[config.mk]
export PLATFORM = sky130hd
export DESIGN_NAME = sps_setup_regs
export DESIGN_NICKNAME = d
export VERILOG_FILES = /design/src/core/sps_pkg.sv /design/src/core/sps_setup_regs.sv
export SDC_FILE = /design/constraint.sdc
export NUM_CORES = 1
export LEC_CHECK = 0
export BUFFER_PORTS_ARGS = -buffer_cell sky130_fd_sc_hd__buf_2
export CELL_PAD_IN_SITES_DETAIL_PLACEMENT = 0
export CELL_PAD_IN_SITES_GLOBAL_PLACEMENT = 2
export CORE_ASPECT_RATIO = 2
export CORE_MARGIN = 2
export CORE_UTILIZATION = 30
export CTS_BUF_LIST = sky130_fd_sc_hd__clkbuf_4 sky130_fd_sc_hd__clkbuf_8 sky130_fd_sc_hd__clkbuf_16
export DETAILED_ROUTE_END_ITERATION = 7
export PLACE_DENSITY = 0.86
export RECOVER_POWER = 100
export SLEW_MARGIN = 20
export SYNTH_ARGS = -nofsm -noshare
export SYNTH_HDL_FRONTEND = slang
export SYNTH_SLANG_ARGS = --single-unit
[constraint.sdc]
create_clock -name clk_sys -period 1.6 [get_ports clk_sys]
set_clock_uncertainty 0.1 [all_clocks]
set_input_delay 0 -clock clk_sys [delete_from_list [all_inputs] [get_ports clk_sys]]
set_output_delay 0 -clock clk_sys [all_outputs]
set_load 0.1 [all_outputs]
[src/core/sps_pkg.sv]
// Package for the start-up configuration register bank.
// Assumes one 50 MHz system clock; the serial pins are synchronous to it.
package sps_pkg;

  // ****************************************************************
  // Frame layout
  // ****************************************************************
  localparam int FRAME_BITS = 16;
  localparam int CNT_W = 5;
  localparam logic [CNT_W-1:0] CNT_FRAME = 5'h10;
  localparam logic [CNT_W-1:0] CNT_LAST_CMD_BIT = 5'h07;
  localparam logic [CNT_W-1:0] CNT_FIRST_DATA = 5'h08;
  localparam int CMD_HI = 15;
  localparam int CMD_LO = 14;
  localparam int ADDR_HI = 13;
  localparam int ADDR_LO = 9;
  localparam int PARITY_BIT = 8;
  localparam int DATA_HI = 7;
  localparam logic [1:0] CMD_WRITE = 2'h1;

  // ****************************************************************
  // Register map
  // ****************************************************************
  localparam logic [4:0] ADDR_SUPPLY_SETUP = 5'h05;
  localparam logic [4:0] ADDR_WATCHDOG_SETUP = 5'h06;
  localparam logic [7:0] SUPPLY_SETUP_RST = 8'h80;
  localparam logic [7:0] WATCHDOG_SETUP_RST = 8'h42;

  // ****************************************************************
  // Field codes
  // ****************************************************************
  localparam logic [1:0] UV_RST_090A = 2'h0;
  localparam logic [1:0] UV_INT_090_RST_070 = 2'h1;
  localparam logic [1:0] UV_RST_070 = 2'h2;
  localparam logic [1:0] REFRESH_SIMPLE = 2'h0;
  localparam logic [1:0] REFRESH_RANDOM_1 = 2'h1;
  localparam logic [1:0] REFRESH_RANDOM_2 = 2'h2;
  localparam logic [2:0] CMDS_ONE = 3'h1;
  localparam logic [2:0] CMDS_TWO = 3'h2;
  localparam logic [2:0] CMDS_FOUR = 3'h4;

  // ****************************************************************
  // Timing
  // ****************************************************************
  localparam int CLK_HZ = 50000000;
  localparam int RST_LEN_US_0 = 1000;
  localparam int RST_LEN_US_1 = 5000;
  localparam int RST_LEN_US_2 = 10000;
  localparam int RST_LEN_US_3 = 20000;
  localparam int ACT_US_0 = 200;
  localparam int ACT_US_1 = 400;
  localparam int ACT_US_2 = 800;
  localparam int ACT_US_3 = 1600;
  localparam int CYC_W = 20;

  typedef struct packed {
    logic pairSyncSense;
    logic [1:0] undervoltage_reaction_sel;
    logic [1:0] reset_pulse_length_sel;
    logic aux_regulator_voltage_sel;
    logic [1:0] cyclicActTimeSel;
  } sps_supply_t;

  typedef struct packed {
    logic irq_read_deadline_en;
    logic supply_overcurrent_mode;
    logic overcurrent_timer_sel;
    logic failsafe_output_timing;
    logic [1:0] refresh_scheme_sel;
    logic window_or_timeout_sel;
    logic crankingSel;
  } sps_watchdog_t;

  typedef struct packed {
    logic uvIntAt090;
    logic uvResetAt070;
    logic aux5v0;
    logic [CYC_W-1:0] resetHoldCycles;
    logic [CYC_W-1:0] cyclicActCycles;
  } sps_supply_ctl_t;

  typedef struct packed {
    logic randomCodeRefresh;
    logic [2:0] refreshCmdCount;
  } sps_refresh_ctl_t;

endpackage

[src/core/sps_setup_regs.sv]
// Start-up configuration register bank behind a 16-bit serial frame port.
// Assumes serial pins synchronous to clk_sys, clock idle low, MSB first.
`timescale 1ns/1ps

// Behaviour
// - Both registers take writes only during the start-up configuration phase.
// - Address 0_0101 in command byte selects supply register; data in second byte.
// - Supply bit 7 picks pair sensing; resets to 0x80.
// - Supply bits 6:5 select undervoltage reset or interrupt threshold.
// - Supply bits 4:3 select reset hold of 1, 5, 10 or 20 ms.
// - Supply bit 2 selects auxiliary regulator 3.3 V or 5.0 V.
// - Supply bits 1:0 select activation time 200 to 1600 us.
// - Address 0_0110 selects watchdog setup register with its seven fields.
// - Refresh scheme: simple, or random code with one, two, four commands.
module sps_setup_regs
  import sps_pkg::*;
#(
  parameter int RST_CYC_0 = RST_LEN_US_0 * (CLK_HZ / 1000000),
  parameter int RST_CYC_1 = RST_LEN_US_1 * (CLK_HZ / 1000000),
  parameter int RST_CYC_2 = RST_LEN_US_2 * (CLK_HZ / 1000000),
  parameter int RST_CYC_3 = RST_LEN_US_3 * (CLK_HZ / 1000000),
  parameter int ACT_CYC_0 = ACT_US_0 * (CLK_HZ / 1000000),
  parameter int ACT_CYC_1 = ACT_US_1 * (CLK_HZ / 1000000),
  parameter int ACT_CYC_2 = ACT_US_2 * (CLK_HZ / 1000000),
  parameter int ACT_CYC_3 = ACT_US_3 * (CLK_HZ / 1000000)
)
(
  input wire logic clk_sys,
  input wire logic rst_b,
  input wire logic initPhase,
  input wire logic sclk,
  input wire logic chipSel_b,
  input wire logic mosi,
  output logic miso,
  output logic misoOe,
  output sps_supply_t supplySetup,
  output sps_watchdog_t watchdogSetup,
  output sps_supply_ctl_t supplyCtl,
  output sps_refresh_ctl_t refreshCtl,
  output logic writeRejected
);

  // ****************************************************************
  // Serial front end
  // ****************************************************************
  logic sclkPrev_q;
  logic csPrev_b_q;
  logic [FRAME_BITS-1:0] rxShift_q;
  logic [CNT_W-1:0] bitCnt_q;
  logic [7:0] txShift_q;
  logic miso_q;
  logic sclkRise;
  logic sclkFall;
  logic frameEnd;
  logic frameOk;
  logic [1:0] cmdField;
  logic [4:0] addrField;
  logic [7:0] dataField;
  logic [4:0] rdAddr;
  logic [7:0] rdData;
  logic [7:0] supplyReg_q;
  logic [7:0] watchdogReg_q;
  logic rejected_q;

  assign sclkRise = ~chipSel_b & sclk & ~sclkPrev_q;
  assign sclkFall = ~chipSel_b & ~sclk & sclkPrev_q;
  assign frameEnd = chipSel_b & ~csPrev_b_q;
  assign frameOk = frameEnd & (bitCnt_q == CNT_FRAME);
  assign cmdField = rxShift_q[CMD_HI:CMD_LO];
  assign addrField = rxShift_q[ADDR_HI:ADDR_LO];
  assign dataField = rxShift_q[DATA_HI:0];
  // Address bits already shifted in when the eighth bit arrives
  assign rdAddr = rxShift_q[ADDR_HI-ADDR_LO:0];

  always_ff @(posedge clk_sys or negedge rst_b)
  begin
    if (!rst_b)
    begin
      sclkPrev_q <= 1'b0;
      csPrev_b_q <= 1'b1;
    end
    else
    begin
      sclkPrev_q <= sclk;
      csPrev_b_q <= chipSel_b;
    end
  end

  always_ff @(posedge clk_sys or negedge rst_b)
  begin
    if (!rst_b)
    begin
      rxShift_q <= '0;
      bitCnt_q <= '0;
    end
    else if (chipSel_b)
    begin
      bitCnt_q <= '0;
    end
    else if (sclkRise)
    begin
      rxShift_q <= {rxShift_q[FRAME_BITS-2:0], mosi};
      if (bitCnt_q != CNT_FRAME)
      begin
        bitCnt_q <= bitCnt_q + 5'h01;
      end
    end
  end

  // ****************************************************************
  // Read back
  // ****************************************************************
  always_comb
  begin
    case (rdAddr)
      ADDR_SUPPLY_SETUP: rdData = supplyReg_q;
      ADDR_WATCHDOG_SETUP: rdData = watchdogReg_q;
      default: rdData = '0;
    endcase
  end

  // Second byte of the frame returns the addressed register
  always_ff @(posedge clk_sys or negedge rst_b)
  begin
    if (!rst_b)
    begin
      txShift_q <= '0;
      miso_q <= 1'b0;
    end
    else if (chipSel_b)
    begin
      txShift_q <= '0;
      miso_q <= 1'b0;
    end
    else if (sclkRise && bitCnt_q == CNT_LAST_CMD_BIT)
    begin
      txShift_q <= rdData;
    end
    else if (sclkFall && bitCnt_q >= CNT_FIRST_DATA && bitCnt_q != CNT_FRAME)
    begin
      miso_q <= txShift_q[7];
      txShift_q <= {txShift_q[6:0], 1'b0};
    end
  end

  assign miso = miso_q;
  assign misoOe = ~chipSel_b;

  // ****************************************************************
  // Register writes
  // ****************************************************************
  // parity bit ignored, host keeps it zero
  always_ff @(posedge clk_sys or negedge rst_b)
  begin
    if (!rst_b)
    begin
      supplyReg_q <= SUPPLY_SETUP_RST;
    end
    else if (frameOk && initPhase && cmdField == CMD_WRITE && addrField == ADDR_SUPPLY_SETUP)
    begin
      supplyReg_q <= dataField;
    end
  end

  always_ff @(posedge clk_sys or negedge rst_b)
  begin
    if (!rst_b)
    begin
      watchdogReg_q <= WATCHDOG_SETUP_RST;
    end
    else if (frameOk && initPhase && cmdField == CMD_WRITE && addrField == ADDR_WATCHDOG_SETUP)
    begin
      watchdogReg_q <= dataField;
    end
  end

  // Pulses one cycle when a write to either register is refused
  always_ff @(posedge clk_sys or negedge rst_b)
  begin
    if (!rst_b)
    begin
      rejected_q <= 1'b0;
    end
    else
    begin
      rejected_q <= frameOk && !initPhase && cmdField == CMD_WRITE &&
        (addrField == ADDR_SUPPLY_SETUP || addrField == ADDR_WATCHDOG_SETUP);
    end
  end

  assign writeRejected = rejected_q;

  // ****************************************************************
  // Field decode
  // ****************************************************************
  // supply and watchdog fields
  assign supplySetup = sps_supply_t'(supplyReg_q);
  assign watchdogSetup = sps_watchdog_t'(watchdogReg_q);

  always_comb
  begin
    case (supplySetup.undervoltage_reaction_sel)
      UV_INT_090_RST_070:
      begin
        supplyCtl.uvIntAt090 = 1'b1;
        supplyCtl.uvResetAt070 = 1'b1;
      end
      UV_RST_070:
      begin
        supplyCtl.uvIntAt090 = 1'b0;
        supplyCtl.uvResetAt070 = 1'b1;
      end
      default:
      begin
        supplyCtl.uvIntAt090 = 1'b0;
        supplyCtl.uvResetAt070 = 1'b0;
      end
    endcase
    supplyCtl.aux5v0 = supplySetup.aux_regulator_voltage_sel;
    case (supplySetup.reset_pulse_length_sel)
      2'h0: supplyCtl.resetHoldCycles = CYC_W'(RST_CYC_0);
      2'h1: supplyCtl.resetHoldCycles = CYC_W'(RST_CYC_1);
      2'h2: supplyCtl.resetHoldCycles = CYC_W'(RST_CYC_2);
      default: supplyCtl.resetHoldCycles = CYC_W'(RST_CYC_3);
    endcase
    case (supplySetup.cyclicActTimeSel)
      2'h0: supplyCtl.cyclicActCycles = CYC_W'(ACT_CYC_0);
      2'h1: supplyCtl.cyclicActCycles = CYC_W'(ACT_CYC_1);
      2'h2: supplyCtl.cyclicActCycles = CYC_W'(ACT_CYC_2);
      default: supplyCtl.cyclicActCycles = CYC_W'(ACT_CYC_3);
    endcase
  end

  always_comb
  begin
    case (watchdogSetup.refresh_scheme_sel)
      REFRESH_SIMPLE:
      begin
        refreshCtl.randomCodeRefresh = 1'b0;
        refreshCtl.refreshCmdCount = CMDS_ONE;
      end
      REFRESH_RANDOM_1:
      begin
        refreshCtl.randomCodeRefresh = 1'b1;
        refreshCtl.refreshCmdCount = CMDS_ONE;
      end
      REFRESH_RANDOM_2:
      begin
        refreshCtl.randomCodeRefresh = 1'b1;
        refreshCtl.refreshCmdCount = CMDS_TWO;
      end
      default:
      begin
        refreshCtl.randomCodeRefresh = 1'b1;
        refreshCtl.refreshCmdCount = CMDS_FOUR;
      end
    endcase
  end

endmodule

=== Word level (Yosys, flattened, before mapping) ===
Index checks and enable logic that the tools add are counted.
Widths: inputs -> output; s select.

* Logic and storage cells: 74
* Input bits: 6
* Output and inout bits: 66
* Register bits after elaboration: 49

* Equal/unequal tests: 17
* Bitwise operators: 10
* $lt $le $gt $ge: 1
* Add/subtract/negate cells: 1
* Mux-type cells: 14
* Reduce and logical (&&, ||, !) cells: 22

{| class="wikitable"
|+ Operators with widths
! cell !! number
|-
| $pmux 20 s3 || 1
|-
| $pmux 17 s3 || 1
|-
| $eq 5x3->1 const B || 5
|-
| $mux 8 || 3
|-
| $pmux 8 s2 || 1
|-
| $mux 5 || 3
|-
| $pmux 4 s3 || 1
|-
| $eq 2x1->1 const B || 5
|-
| $logic_and 1x1->1 || 10
|-
| $eq 2x2->1 const B || 4
|-
| $and 1x1->1 || 6
|-
| $logic_not 2->1 || 3
|-
| $reduce_and 2->1 || 3
|-
| $reduce_bool 2->1 || 3
|-
| $add 5x1->5 const B || 1
|-
| $eq 5x5->1 const B || 1
|-
| $ge 5x4->1 const B || 1
|-
| $ne 5x5->1 const B || 1
|-
| $not 1->1 || 4
|-
| $pmux 2 s2 || 1
|-
| $mux 1 || 3
|-
| $reduce_bool 3->1 || 1
|-
| $ne 2x2->1 const B || 1
|-
| $logic_not 1->1 || 1
|-
| $logic_or 1x1->1 || 1
|}

=== Depth between registers and ports, before layout ===
Gate-level depths: netlist (run 1).

* Word-level depth: 8
* Gate-level depth with buffers: 7
* Gate-level depth less buffers: 6

=== Least setup slack after synthesis (run 1) ===
OpenSTA, ideal clock, no wires.

* Path type: register to output
* Start: register supplyReg_q[4] (netlist: supplySetup[4])
* End: output port supplyCtl[28] in the netlist's numbering
* Data arrival time: 3.368 ns
* Required time: 1.500 ns
* Slack: -1.868 ns
* Buffers on the path: 0
* Stages on the path, launching flop included: 4
* Cells stage by stage: dfrtp_1 -> ha_1 -> nor2_1 -> nor2_1

{| class="wikitable"
|+ RTL lines
! item !! line !! RTL
|-
| start: declaration || sps_setup_regs.sv:61 || <nowiki>logic [7:0] supplyReg_q;</nowiki>
|-
| start signal: assignment || sps_setup_regs.sv:161 || <nowiki>supplyReg_q <= dataField;</nowiki>
|-
| end: declaration || sps_setup_regs.sv:38 || <nowiki>output sps_supply_ctl_t supplyCtl,</nowiki>
|}

=== Final worst setup path (run 1) ===
* Start: register bitCnt_q[0]
* End: register watchdogReg_q[3] (netlist: watchdogSetup[3])

* Longest elaborated chain between the ends: 5

{| class="wikitable"
|+ Ends and longest elaborated chain
! item !! line !! RTL
|-
| start: declaration || sps_setup_regs.sv:49 || <nowiki>logic [CNT_W-1:0] bitCnt_q;</nowiki>
|-
| start signal: assignment || sps_setup_regs.sv:105 || <nowiki>bitCnt_q <= bitCnt_q + 5'h01;</nowiki>
|-
| $eq 5x5->1 || sps_setup_regs.sv:68 || <nowiki>assign frameOk = frameEnd & (bitCnt_q == CNT_FRAME);</nowiki>
|-
| $and 1x1->1 || sps_setup_regs.sv:68 ||
|-
| $logic_and 1x1->1 (3 in a row) || sps_setup_regs.sv:171 || <nowiki>else if (frameOk && initPhase && cmdField == CMD_WRITE && addrField == ADDR_WATCHDOG_SETUP)</nowiki>
|-
| end signal: assignment || sps_setup_regs.sv:173 || <nowiki>watchdogReg_q <= dataField;</nowiki>
|-
| end: declaration || sps_setup_regs.sv:62 || <nowiki>logic [7:0] watchdogReg_q;</nowiki>
|}

No other way between the ends.
A chain may end at the register's enable or synchronous reset.

==> results of run 1 <==
==> area by class of cell <==
type | count | share of cell area (%)
clock buffers | 7 | 3.63
clock inverters | 1 | 0.745
inverters | 25 | 3.41
multi-input cells | 139 | 35.3
flip-flops and latches | 49 | 31.0
well taps | 100 | 3.10
repair buffers | 103 | 22.8
==> registers in the layout (all words and copies together) (netlist names) <==
signal,flops
supplySetup,8
txShift_q,8
watchdogSetup,8
csPrev_b_q,1
miso,1
rxShift_q,16
bitCnt_q,5
sclkPrev_q,1
writeRejected,1
==> logic make-up after synthesis <==
logic type / count (synthesis) / share of synthesized area, %
buf+inv: 56 / 11.7
simple gates: 54 / 12.0
flops: 49 / 45.8
mux: 34 / 16.4
compound gates: 18 / 5.21
fa+ha+maj: 16 / 7.45
xor+xnor: 4 / 1.30
other cells: 1 / 0.140
==> worst max-delay path by stage <==
stage                          start          endpoint  slack (ps)  cells after the start
floorplan           watchdogSetup[3]     refreshCtl[1]        -320                      2
global placement         bitCnt_q[1]    supplySetup[4]        -300                      7
detailed placement       bitCnt_q[1]  watchdogSetup[3]        -350                      7
CTS                      bitCnt_q[1]  watchdogSetup[3]        -330                      7
global route             bitCnt_q[1]    supplySetup[5]        -390                      7
finish                   bitCnt_q[0]  watchdogSetup[3]        -320                      7
==> worst reg2reg max path: cells and delay by family, from the launching register on <==
family | cells | cell delay [ps]
and+or+nand+nor | 3 | 680
DFF | 1 | 390
muxes | 1 | 300
buffers and inverters | 2 | 230
adders and majority gates | 1 | 120
==> metal layers <==
metal	track usage, %	vias up	routed length [µm]
li1	-	914	-
met5	0	-	0
met4	4.72	0	102
met3	2.25	6	274
met1	12.5	955	2110
met2	26.6	63	3620
==> cell usage after synthesis (3+ instances only) <==
master,instances,area [µm²]
mux2_1,16,180
nor3b_2,3,37.5
nand2_1,15,56.3
buf_4,23,173
nor2_1,12,45.0
ha_1,16,200
a22o_1,8,70.1
dfstp_2,4,105
dfrtp_1,45,1130
o211ai_1,6,45.0
mux2_4,16,240
inv_1,25,93.8
or2_2,3,18.8
==> power by group through the flow <==
stage,clock network [mW],logic (mW),registers [mW]
6_report,1.24,0.550,1.44
5_1_grt,1.32,0.592,1.45
4_1_cts,1.28,0.558,1.44
3_5_place_dp,0,0.533,1.46
3_3_place_gp,0,0.521,1.45
2_1_floorplan,0,0.330,1.45
==> what timing repair did <==
| item | 4_1_cts | 5_1_grt |
|---|---|---|
| gates resized for setup | 11 | 18 |
| pin swaps | 1 | 5 |
| hold endpoints to repair | 49 | 0 |
| hold buffers | 6 | 0 |
| setup endpoints to repair | 29 | 48 |
| setup buffers | 8 | 3 |
==> through the flow <==
stage	power [mW]	hold slack, ps	instances
global route	3.37	235	424
detailed placement	1.99	-233	399
global placement	1.97	-238	399
floorplan	1.78	-396	244
finish	3.23	226	424
CTS	3.27	170	421
==> results.md, run 1 <==
- Sw Pwr: a little under 0.9 mW
- Register area: 1250 µm²
- Initial antenna violation count: 0
- Reg2reg end: watchdogSetup[3]
- Worst R2R Setup Slack: -320 ps
- Netlist Area Pre-Place: approximately 2700 µm²
- Dpl hpwl: about 4.8 mm
- CP arrival: 1990 ps
- Highest-count cells in the layout ignoring fill and taps: dfrtp_1, buf_4, clkbuf_2, buf_12
- Unrepaired setup endpoints after global routing: yes
- Cells after Synth: 232
- Fin. Hold Viols: 0
- DRC violations left: 0
- Via density per instance: ~4.6
- Leakage: around 1.8 nW
- Core area: 8650 µm²
- Placement row count: between 40 and 50
- VDD IR max: 0.563 mV
- Outcome: finished with violations
- Clock Tree Buf Depth: 2
- Reg clk slew, reported paths: approximately 60 ps
- Worst slew margin relative to its limit: 29.5%
- Number of port buffers: 58
- Routed WL per cell: between 10 and 15 µm
- Register area share after synthesis: between 40 and 50%
- Final Max Slew Viols: 0
- Fill count: 826
- Startpoint types: register
- Die ar.: ~10000 µm²
- DRT antenna net count: 0
- Yosys cell types: 40
- Comb pwr share: about 17%
- Wire length of the first global-routing pass: around 10 mm
- Hold endpoint: writeRejected
- Dpl cell area: between 3000 and 4000 µm²
- Number of global-route vias before repair: between 2000 and 2500
- Avg Synthesized Cell Area: around 12 µm²
- Failing checks: setup timing
- CTS H-Tree Depth: 2
- Hold depth: 4
- Worst R2R Path Depth: 7
- Gr ovfl total: 0
- GRT Total Usage: 13.0%
- Vert. Die Dim: approximately 140 µm
- Clk_lat worst skew: 290 ps
- Routability cong.: 0.739
- Pwr per Cell Area: approximately 800 nW/µm²
- Nets: 345
- CTS root buffer: clkbuf_16
- Post-synth EDFFs: 0
- HP Class: input port to register
- WS Path Type: register to register
- Reg power frac: between 40% and 50%
- TritonRoute pass-1 iters: 4
- Initial drt markers: 42
- CP max stage cell: dfrtp_1
- Starting Density: a little under a third
- Fmax: about 520 MHz
- Ratio of cells with drive above 1 in the final layout: between 50% and 60%
- Pin count of the biggest net entering global routing: 24
- CTS tree: yes
- Worst reg2reg path startpoint: bitCnt_q[0]
- Area of the multi-input gates: 1420 µm²
- Nature of the critical path endpoint: register
- Post-route cell area: ~4000 µm²
- Commonest non-fill, non-tap cell in the layout: dfrtp_1
- Crit-path max FO: 8
- Final Routed Wirelength: 6.11 mm
- Vias: 1938
- Synth Flop Type: dfrtp_1
- Layout area overhead: 50.0%
- Ant diodes: 0
- Number of synthesized register bits: 49
- CP cell instances: inv_2 > ha_4 > and4bb_1 > and3_4 > and4b_1 > buf_12 > mux2_4
- Final setup violation count: 31
- TritonCTS buffer count: 5
- Final Critical Period: 1920 ps
- Hold_sp: chipSel_b
- Sw Share: 27.2%
- CP peak stage delay: ~390 ps
- Final WS setup: -322 ps
- Cell Int Power: 2.35 mW
- WP data required: ~1700 ps
- Setup_tns: -7540 ps
- Synth warnings: 0
- DIE WIDTH: between 70 and 80 µm
- Final period util: 120%
- Clk sinks: slightly below 50
- Max-Cap Viols: 0
- Buffers and inverters on the worst path: 2
- Actual slew at the worst max-slew pin: about 1100 ps
- Setup Slack @ Placement: -354 ps
- FFs w/ async S/R, synth: 100%
- I/O Pins: between 70 and 80
- Final core utilization: 46.6%
- Clk network pwr share: 38.5%
- Crit-path leading delay family: simple AND/OR/NAND/NOR gates
Note: power is estimated with default switching activity, not from simulation.
==> run 2: changes to the inputs <==
Settings changed: ABC_AREA from default to 1, CAP_MARGIN from default to 25, PLACE_DENSITY 0.86 to 0.91.
Clock period 1.6 ns to 2 ns, I/O delays scaled along.
==> results.md, run 2 <==
- Unrepaired setup endpoints after global routing: no
- Reg2reg end: watchdogSetup[7]
- CP cell instances: inv_2 > ha_2 > inv_1 > nand2_8 > clkbuf_2
- Commonest non-fill, non-tap cell in the layout: nand2_1
- Fin. Hold Viols: 0
- Most frequent cell after synthesis: nand2_1
- Post-synth EDFFs: 0
- Startpoint types: register
- TritonRoute pass-1 iters: 4
- CP peak stage delay: about 530 ps
- Register area share after synthesis: between 40 and 50%
- DIE WIDTH: 71.6 µm
- Comb pwr share: approximately 15%
- CTS tree: yes
- Hold endpoint: supplySetup[7]
- Vias: ~2300
- Wire length of the first global-routing pass: 10.6 mm
- Routed WL per cell: 12.5 µm
- Cells after Synth: about 350
- Vert. Die Dim: about 140 µm
- Worst R2R Setup Slack: approximately 250 ps
- Ratio of cells with drive above 1 in the final layout: a little under a quarter
- Gr ovfl total: 0
- Number of port buffers: between 50 and 60
- Netlist Area Pre-Place: approximately 2700 µm²
- Biggest register: rxShift_q
- Max-Cap Viols: 0
- Max FFs per register: 16
- Avg Synthesized Cell Area: ~8 µm²
- Number of global-route vias before repair: between 2000 and 2500
- Clock Tree Buf Depth: 2
- CTS root buffer: clkbuf_16
- Highest-count cells in the layout ignoring fill and taps: nand2_1, clkbuf_2, dfrtp_1, inv_1, nand3_1
- Clk network pwr share: between 30% and 40%
- Starting Density: 30.7%
- Worst slew margin relative to its limit: approximately a fifth
- Final period util: 92.7%
- FFs w/ async S/R, synth: 100%
- Dpl hpwl: 5.04 mm
- Hold_sp: initPhase
- Clk sinks: 49
- CP max stage cell: dfrtp_4
- DRC violations left: 0
- Sw Share: roughly 29%
- WP data required: roughly 1900 ps
- Final Routed Wirelength: 6.35 mm
- Share of the synthesized area in the top cell type: between 40% and 50%
- Cell Int Power: approximately 1.8 mW
- CP arrival: ~1800 ps
- Actual slew at the worst max-slew pin: 1190 ps
- Synth Flop Type: dfrtp_1
- Core area: between 8000 and 9000 µm²
- GRT Total Usage: between 10% and 20%
- Number of synthesized register bits: just under 50
- WS Path Type: register to primary output
- Pin count of the biggest net entering global routing: 32
- Placed insts: approximately 500
- DRT antenna net count: 0
- Fill count: roughly 970
- Nature of the critical path endpoint: primary output
- VDD IR max: approximately 0.34 mV
- Final Max Slew Viols: 0
- Ant diodes: 0
- Most area-consuming cells after synthesis: dfrtp_1, nand2_1, ha_1
- Layout area overhead: 22.8%
- Final Critical Period: about 1900 ps
- Reg clk slew, reported paths: ~70 ps
- Clk_lat worst skew: 290 ps
- I/O Pins: between 70 and 80
- Synth warnings: 0
- Die ar.: between 9000 and 10000 µm²
- Final setup violation count: 0
- Crit-path max FO: 7
- HP Class: input port to register
- Worst reg2reg path startpoint: bitCnt_q[0]
- Pwr per Cell Area: roughly 740 nW/µm²
- Yosys cell types: 25
- Via density per instance: 4.59
- Initial antenna violation count: 0
- Worst R2R Path Depth: 8
- CTS H-Tree Depth: 2
- Routability cong.: approximately 0.77
- Worst hold margin: around 19 ps
- Reg power frac: 45.9%
- Post-synth top cells: nand2_1, dfrtp_1, inv_1
- Initial drt markers: about 110
- Area leader, netlist: dfrtp_1
- Outcome: finished clean
- Sw Pwr: a little over 0.7 mW
- TritonCTS buffer count: 5
- Hold depth: 3
- Leakage: around 1.7 nW
- Finished Layout Cells: 509
- Fmax: between 500 and 600 MHz
- Nets: between 400 and 500
- Placement row count: a little under 50
- CP Launch Point: supplySetup[3]
==> run 2: cell types whose count changed in the layout (fill, tap and decap cells not counted), sizes merged, moves of 4 or more <==
cell	before	now
nand4	1	19
o211ai	6	0
a22o	8	0
clkbuf	41	65
nor2	12	19
mux2	32	0
clkinvlp	9	5
nand2	15	128
buf	63	7
nor3b	5	1
nand3	2	22
o21ai	2	18
inv	16	31
==> run 2: logic make-up after synthesis <==
kind of cell,share of synthesized area [%]
compound gates,3.83
buf+inv,12.2
simple gates,31.7
other cells,0.137
fa+ha+maj,7.30
flops,44.9
==> run 2: metal layers <==
metal | track usage (%) | routed length, µm | vias to the layer above | part of all wire, %
met3 | 1.74 | 271 | 8 | 4.3
met1 | 13.7 | 2230 | 1081 | 35
met2 | 26.0 | 3680 | 70 | 58
li1 | - | - | 1175 | -
met5 | 0 | 0 | - | 0
met4 | 6.45 | 170 | 0 | 2.7
==> run 2: power groups by stage <==
stage               Combinational [mW]  Sequential [mW]  Clock, mW
finish                           0.365             1.15      0.987
global route                     0.407             1.16       1.05
CTS                              0.372             1.15       1.02
detailed placement               0.366             1.17          0
global placement                 0.362             1.17          0
floorplan                        0.295             1.15          0
==> run 2: timing repair <==
item	in CTS	in global routing
hold buffers	4	0
endpoints found under the hold margin	31	0
setup buffers	0	0
resized for setup	0	0
==> run 2: cell type report <==
class	instances	area [µm²]	share of cell area, %
clock buffers	6	139	4.12
inverters	35	146	4.35
flip-flops and latches	49	1250	37.0
multi-input cells	245	1310	39.0
well taps	102	128	3.79
clock inverters	2	37.5	1.11
repair buffers	70	359	10.7
==> run 2: worst max-delay path by stage <==
stage	end	cells past startpoint
floorplan	supplyCtl[38]	3
global placement	watchdogSetup[4]	8
detailed placement	watchdogSetup[7]	8
CTS	supplyCtl[38]	5
global route	supplySetup[4]	8
finish	supplyCtl[38]	5
==> run 2: stage by stage <==
stage | cell area [µm²] | utilization [%] | TNS [ps] | power, mW | worst slack, ps
2_1_floorplan | 2920 | - | -280 | 1.44 | -123
3_3_place_gp | 3180 | 35.6 | 0 | 1.53 | 253
3_5_place_dp | 3180 | 35.6 | 0 | 1.53 | 227
4_1_cts | 3400 | 38.0 | 0 | 2.54 | 161
5_1_grt | 3370 | 37.6 | 0 | 2.61 | 34.2
6_report | 3370 | 37.6 | 0 | 2.50 | 145
==> run 2: worst max-delay path, delay by kind of cell (launching register included) <==
family / cells / cell delay, ps
simple gates: 1 / 70
buf+inv: 3 / 650
fa+ha+maj: 1 / 210
flops: 1 / 530
==> run 3: changes to the inputs <==
Settings changed: CORE_UTILIZATION 30 to 27, PLACE_DENSITY 0.91 to 0.87, REMOVE_ABC_BUFFERS from default to 1, SKIP_LAST_GASP from default to 1.
Clock period 2 ns to 1.5 ns, I/O delays scaled along.
==> results.md, run 3 (same netlist as run 2, synthesis figures left out) <==
- Placed insts: roughly 550
- DIE WIDTH: 75.3 µm
- Die ar.: roughly 11000 µm²
- CP peak stage delay: approximately 370 ps
- TritonCTS buffer count: 5
- Final Routed Wirelength: 7.33 mm
- Dpl hpwl: around 5.5 mm
- CTS H-Tree Depth: 2
- Commonest non-fill, non-tap cell in the layout: nand2_1
- Max FFs per register: 16
- Buffers and inverters on the worst path: 3
- Finished Layout Cells: 576
- M3 GR Usage: around 1.7%
- Placement row count: 52
- Biggest register: rxShift_q
- Number of port buffers: 58
- Crit-path leading delay family: flip-flops
- Hold_sp: chipSel_b
- Final Max Slew Viols: 0
- Unrepaired setup endpoints after global routing: yes
- Ant diodes: 0
- Wire length of the first global-routing pass: 11.8 mm
- Highest-count cells in the layout ignoring fill and taps: nand2_1, dfrtp_1, buf_12, buf_4, inv_1
- Final period util: 107%
- GRT Total Usage: around 14%
- I/O Pins: 72
- CTS root buffer: clkbuf_16
- Worst R2R Path Depth: 9
- Clk sinks: a little under 50
- DRC violations left: 0
- Outcome: finished with violations
- CP arrival: 1740 ps
- Vias: between 2000 and 3000
- Nets: between 400 and 500
- Failing checks: setup timing
- Clock Tree Buf Depth: 2
- Reg2reg end: txShift_q[1]
- Final core utilization: 42.5%
- Max-Cap Viols: 0
- Worst slew margin relative to its limit: around 34%
- Leakage: 2.16 nW
- Final Critical Period: 1610 ps
- Gr ovfl total: 0
- Crit-path max FO: 7
- Via density per instance: about 4.4
- Core area: approximately 10000 µm²
- CP max stage cell: dfrtp_1
- Met1 Usage GRT: between 10% and 20%
- Setup Slack @ Placement: -247 ps
- Clk_lat worst skew: a little under 300 ps
- Routed WL per cell: 12.7 µm
- Hold endpoint: bitCnt_q[0]
- Worst R2R Setup Slack: -110 ps
- DRT antenna net count: 0
- Final setup violation count: 31
- CP cell instances: inv_2 > ha_4 > nand4_1 > buf_4 > nand2_4 > buf_6 > a21oi_4 > nand2_1 > nand2_1
- Layout area overhead: 55.0%
- Vert. Die Dim: 147 µm
- Crit path top cell by count: nand2_1
- Starting Density: 27.4%
- Fmax: roughly 620 MHz
- WS Path Type: register to register
- TritonRoute pass-1 iters: 4
- Pin count of the biggest net entering global routing: 34
- GR Util met2: a little over a quarter
- WP data required: roughly 1600 ps
- Setup_tns: -2260 ps
- Routability cong.: between 0.8 and 0.9
- Actual slew at the worst max-slew pin: 990 ps
- Nature of the critical path endpoint: register
- HP Class: input port to register
- Startpoint types: register
- Initial drt markers: between 80 and 90
- Reg clk slew, reported paths: about 70 ps
- Final WS setup: -109 ps
- Initial antenna violation count: 0
- VDD IR max: about 0.46 mV
- Pwr per Cell Area: ~760 nW/µm²
- GRT busiest layer: met2
- Number of global-route vias before repair: 2533
- Hold depth: 4
- Ratio of cells with drive above 1 in the final layout: around 37%
- Worst reg2reg path startpoint: bitCnt_q[1]
- Fill count: about 1000
- CTS tree: yes
- Fin. Hold Viols: 0
-- run 3: worst max-delay path by stage --
stage	startpoint	endpoint	slack [ps]	cells past startpoint
2_1_floorplan	supplySetup[4]	supplyCtl[28]	-2660	3
3_3_place_gp	bitCnt_q[0]	txShift_q[2]	-210	8
3_5_place_dp	bitCnt_q[1]	txShift_q[3]	-250	8
4_1_cts	bitCnt_q[1]	txShift_q[3]	-90	10
5_1_grt	bitCnt_q[0]	txShift_q[7]	-230	10
6_report	bitCnt_q[1]	txShift_q[1]	-110	9
-- run 3: timing repair --
| action | CTS | global route |
|---|---|---|
| hold buffers | 6 | 0 |
| setup buffers | 11 | 2 |
| endpoints found under the hold margin | 57 | 0 |
| pin swaps | 5 | 14 |
| endpoints found under the setup margin | 45 | 39 |
| gates cloned | 0 | 0 |
| resized for setup | 41 | 39 |
-- run 3: per-stage QoR --
| stage | area [µm²] | hold slack, ps | total power, mW |
|---|---|---|---|
| after floorplan | 2590 | -396 | 1.88 |
| after global placement | 3710 | -137 | 2.06 |
| after detailed placement | 3710 | -139 | 2.08 |
| after CTS | 4110 | 25.7 | 3.30 |
| after global routing | 4250 | 54.5 | 3.42 |
| final | 4250 | 12.1 | 3.25 |
-- run 3: layout make-up --
| class | instances | area (µm²) | share of cell area, % |
|---|---|---|---|
| flip-flops and latches | 49 | 1230 | 29.0 |
| inverters | 35 | 146 | 3.44 |
| clock inverters | 1 | 5.00 | 0.118 |
| clock buffers | 7 | 153 | 3.59 |
| well taps | 135 | 169 | 3.97 |
| multi-input cells | 245 | 1430 | 33.6 |
| repair buffers | 104 | 1120 | 26.3 |
-- run 3: tightest hold or removal path, cell delays in order --
cell	delay (ps)
buf_2	100
inv_2	70
nand2_1	120
o21ai_1	70
-- run 3: routing by layer --
layer  part of all wire [%]  vias to the layer above  wire, µm
met1                     33                     1205      2440
li1                       -                     1250         -
met5                      0                        -         0
met2                     62                       55      4540
met3                    2.6                       10       193
met4                    2.2                        0       159
-- run 3: report_power, final --
part | switching [mW] | internal (mW)
Combinational | 0.404 | 0.144
Sequential | 0.0953 | 1.43
Clock | 0.472 | 0.706
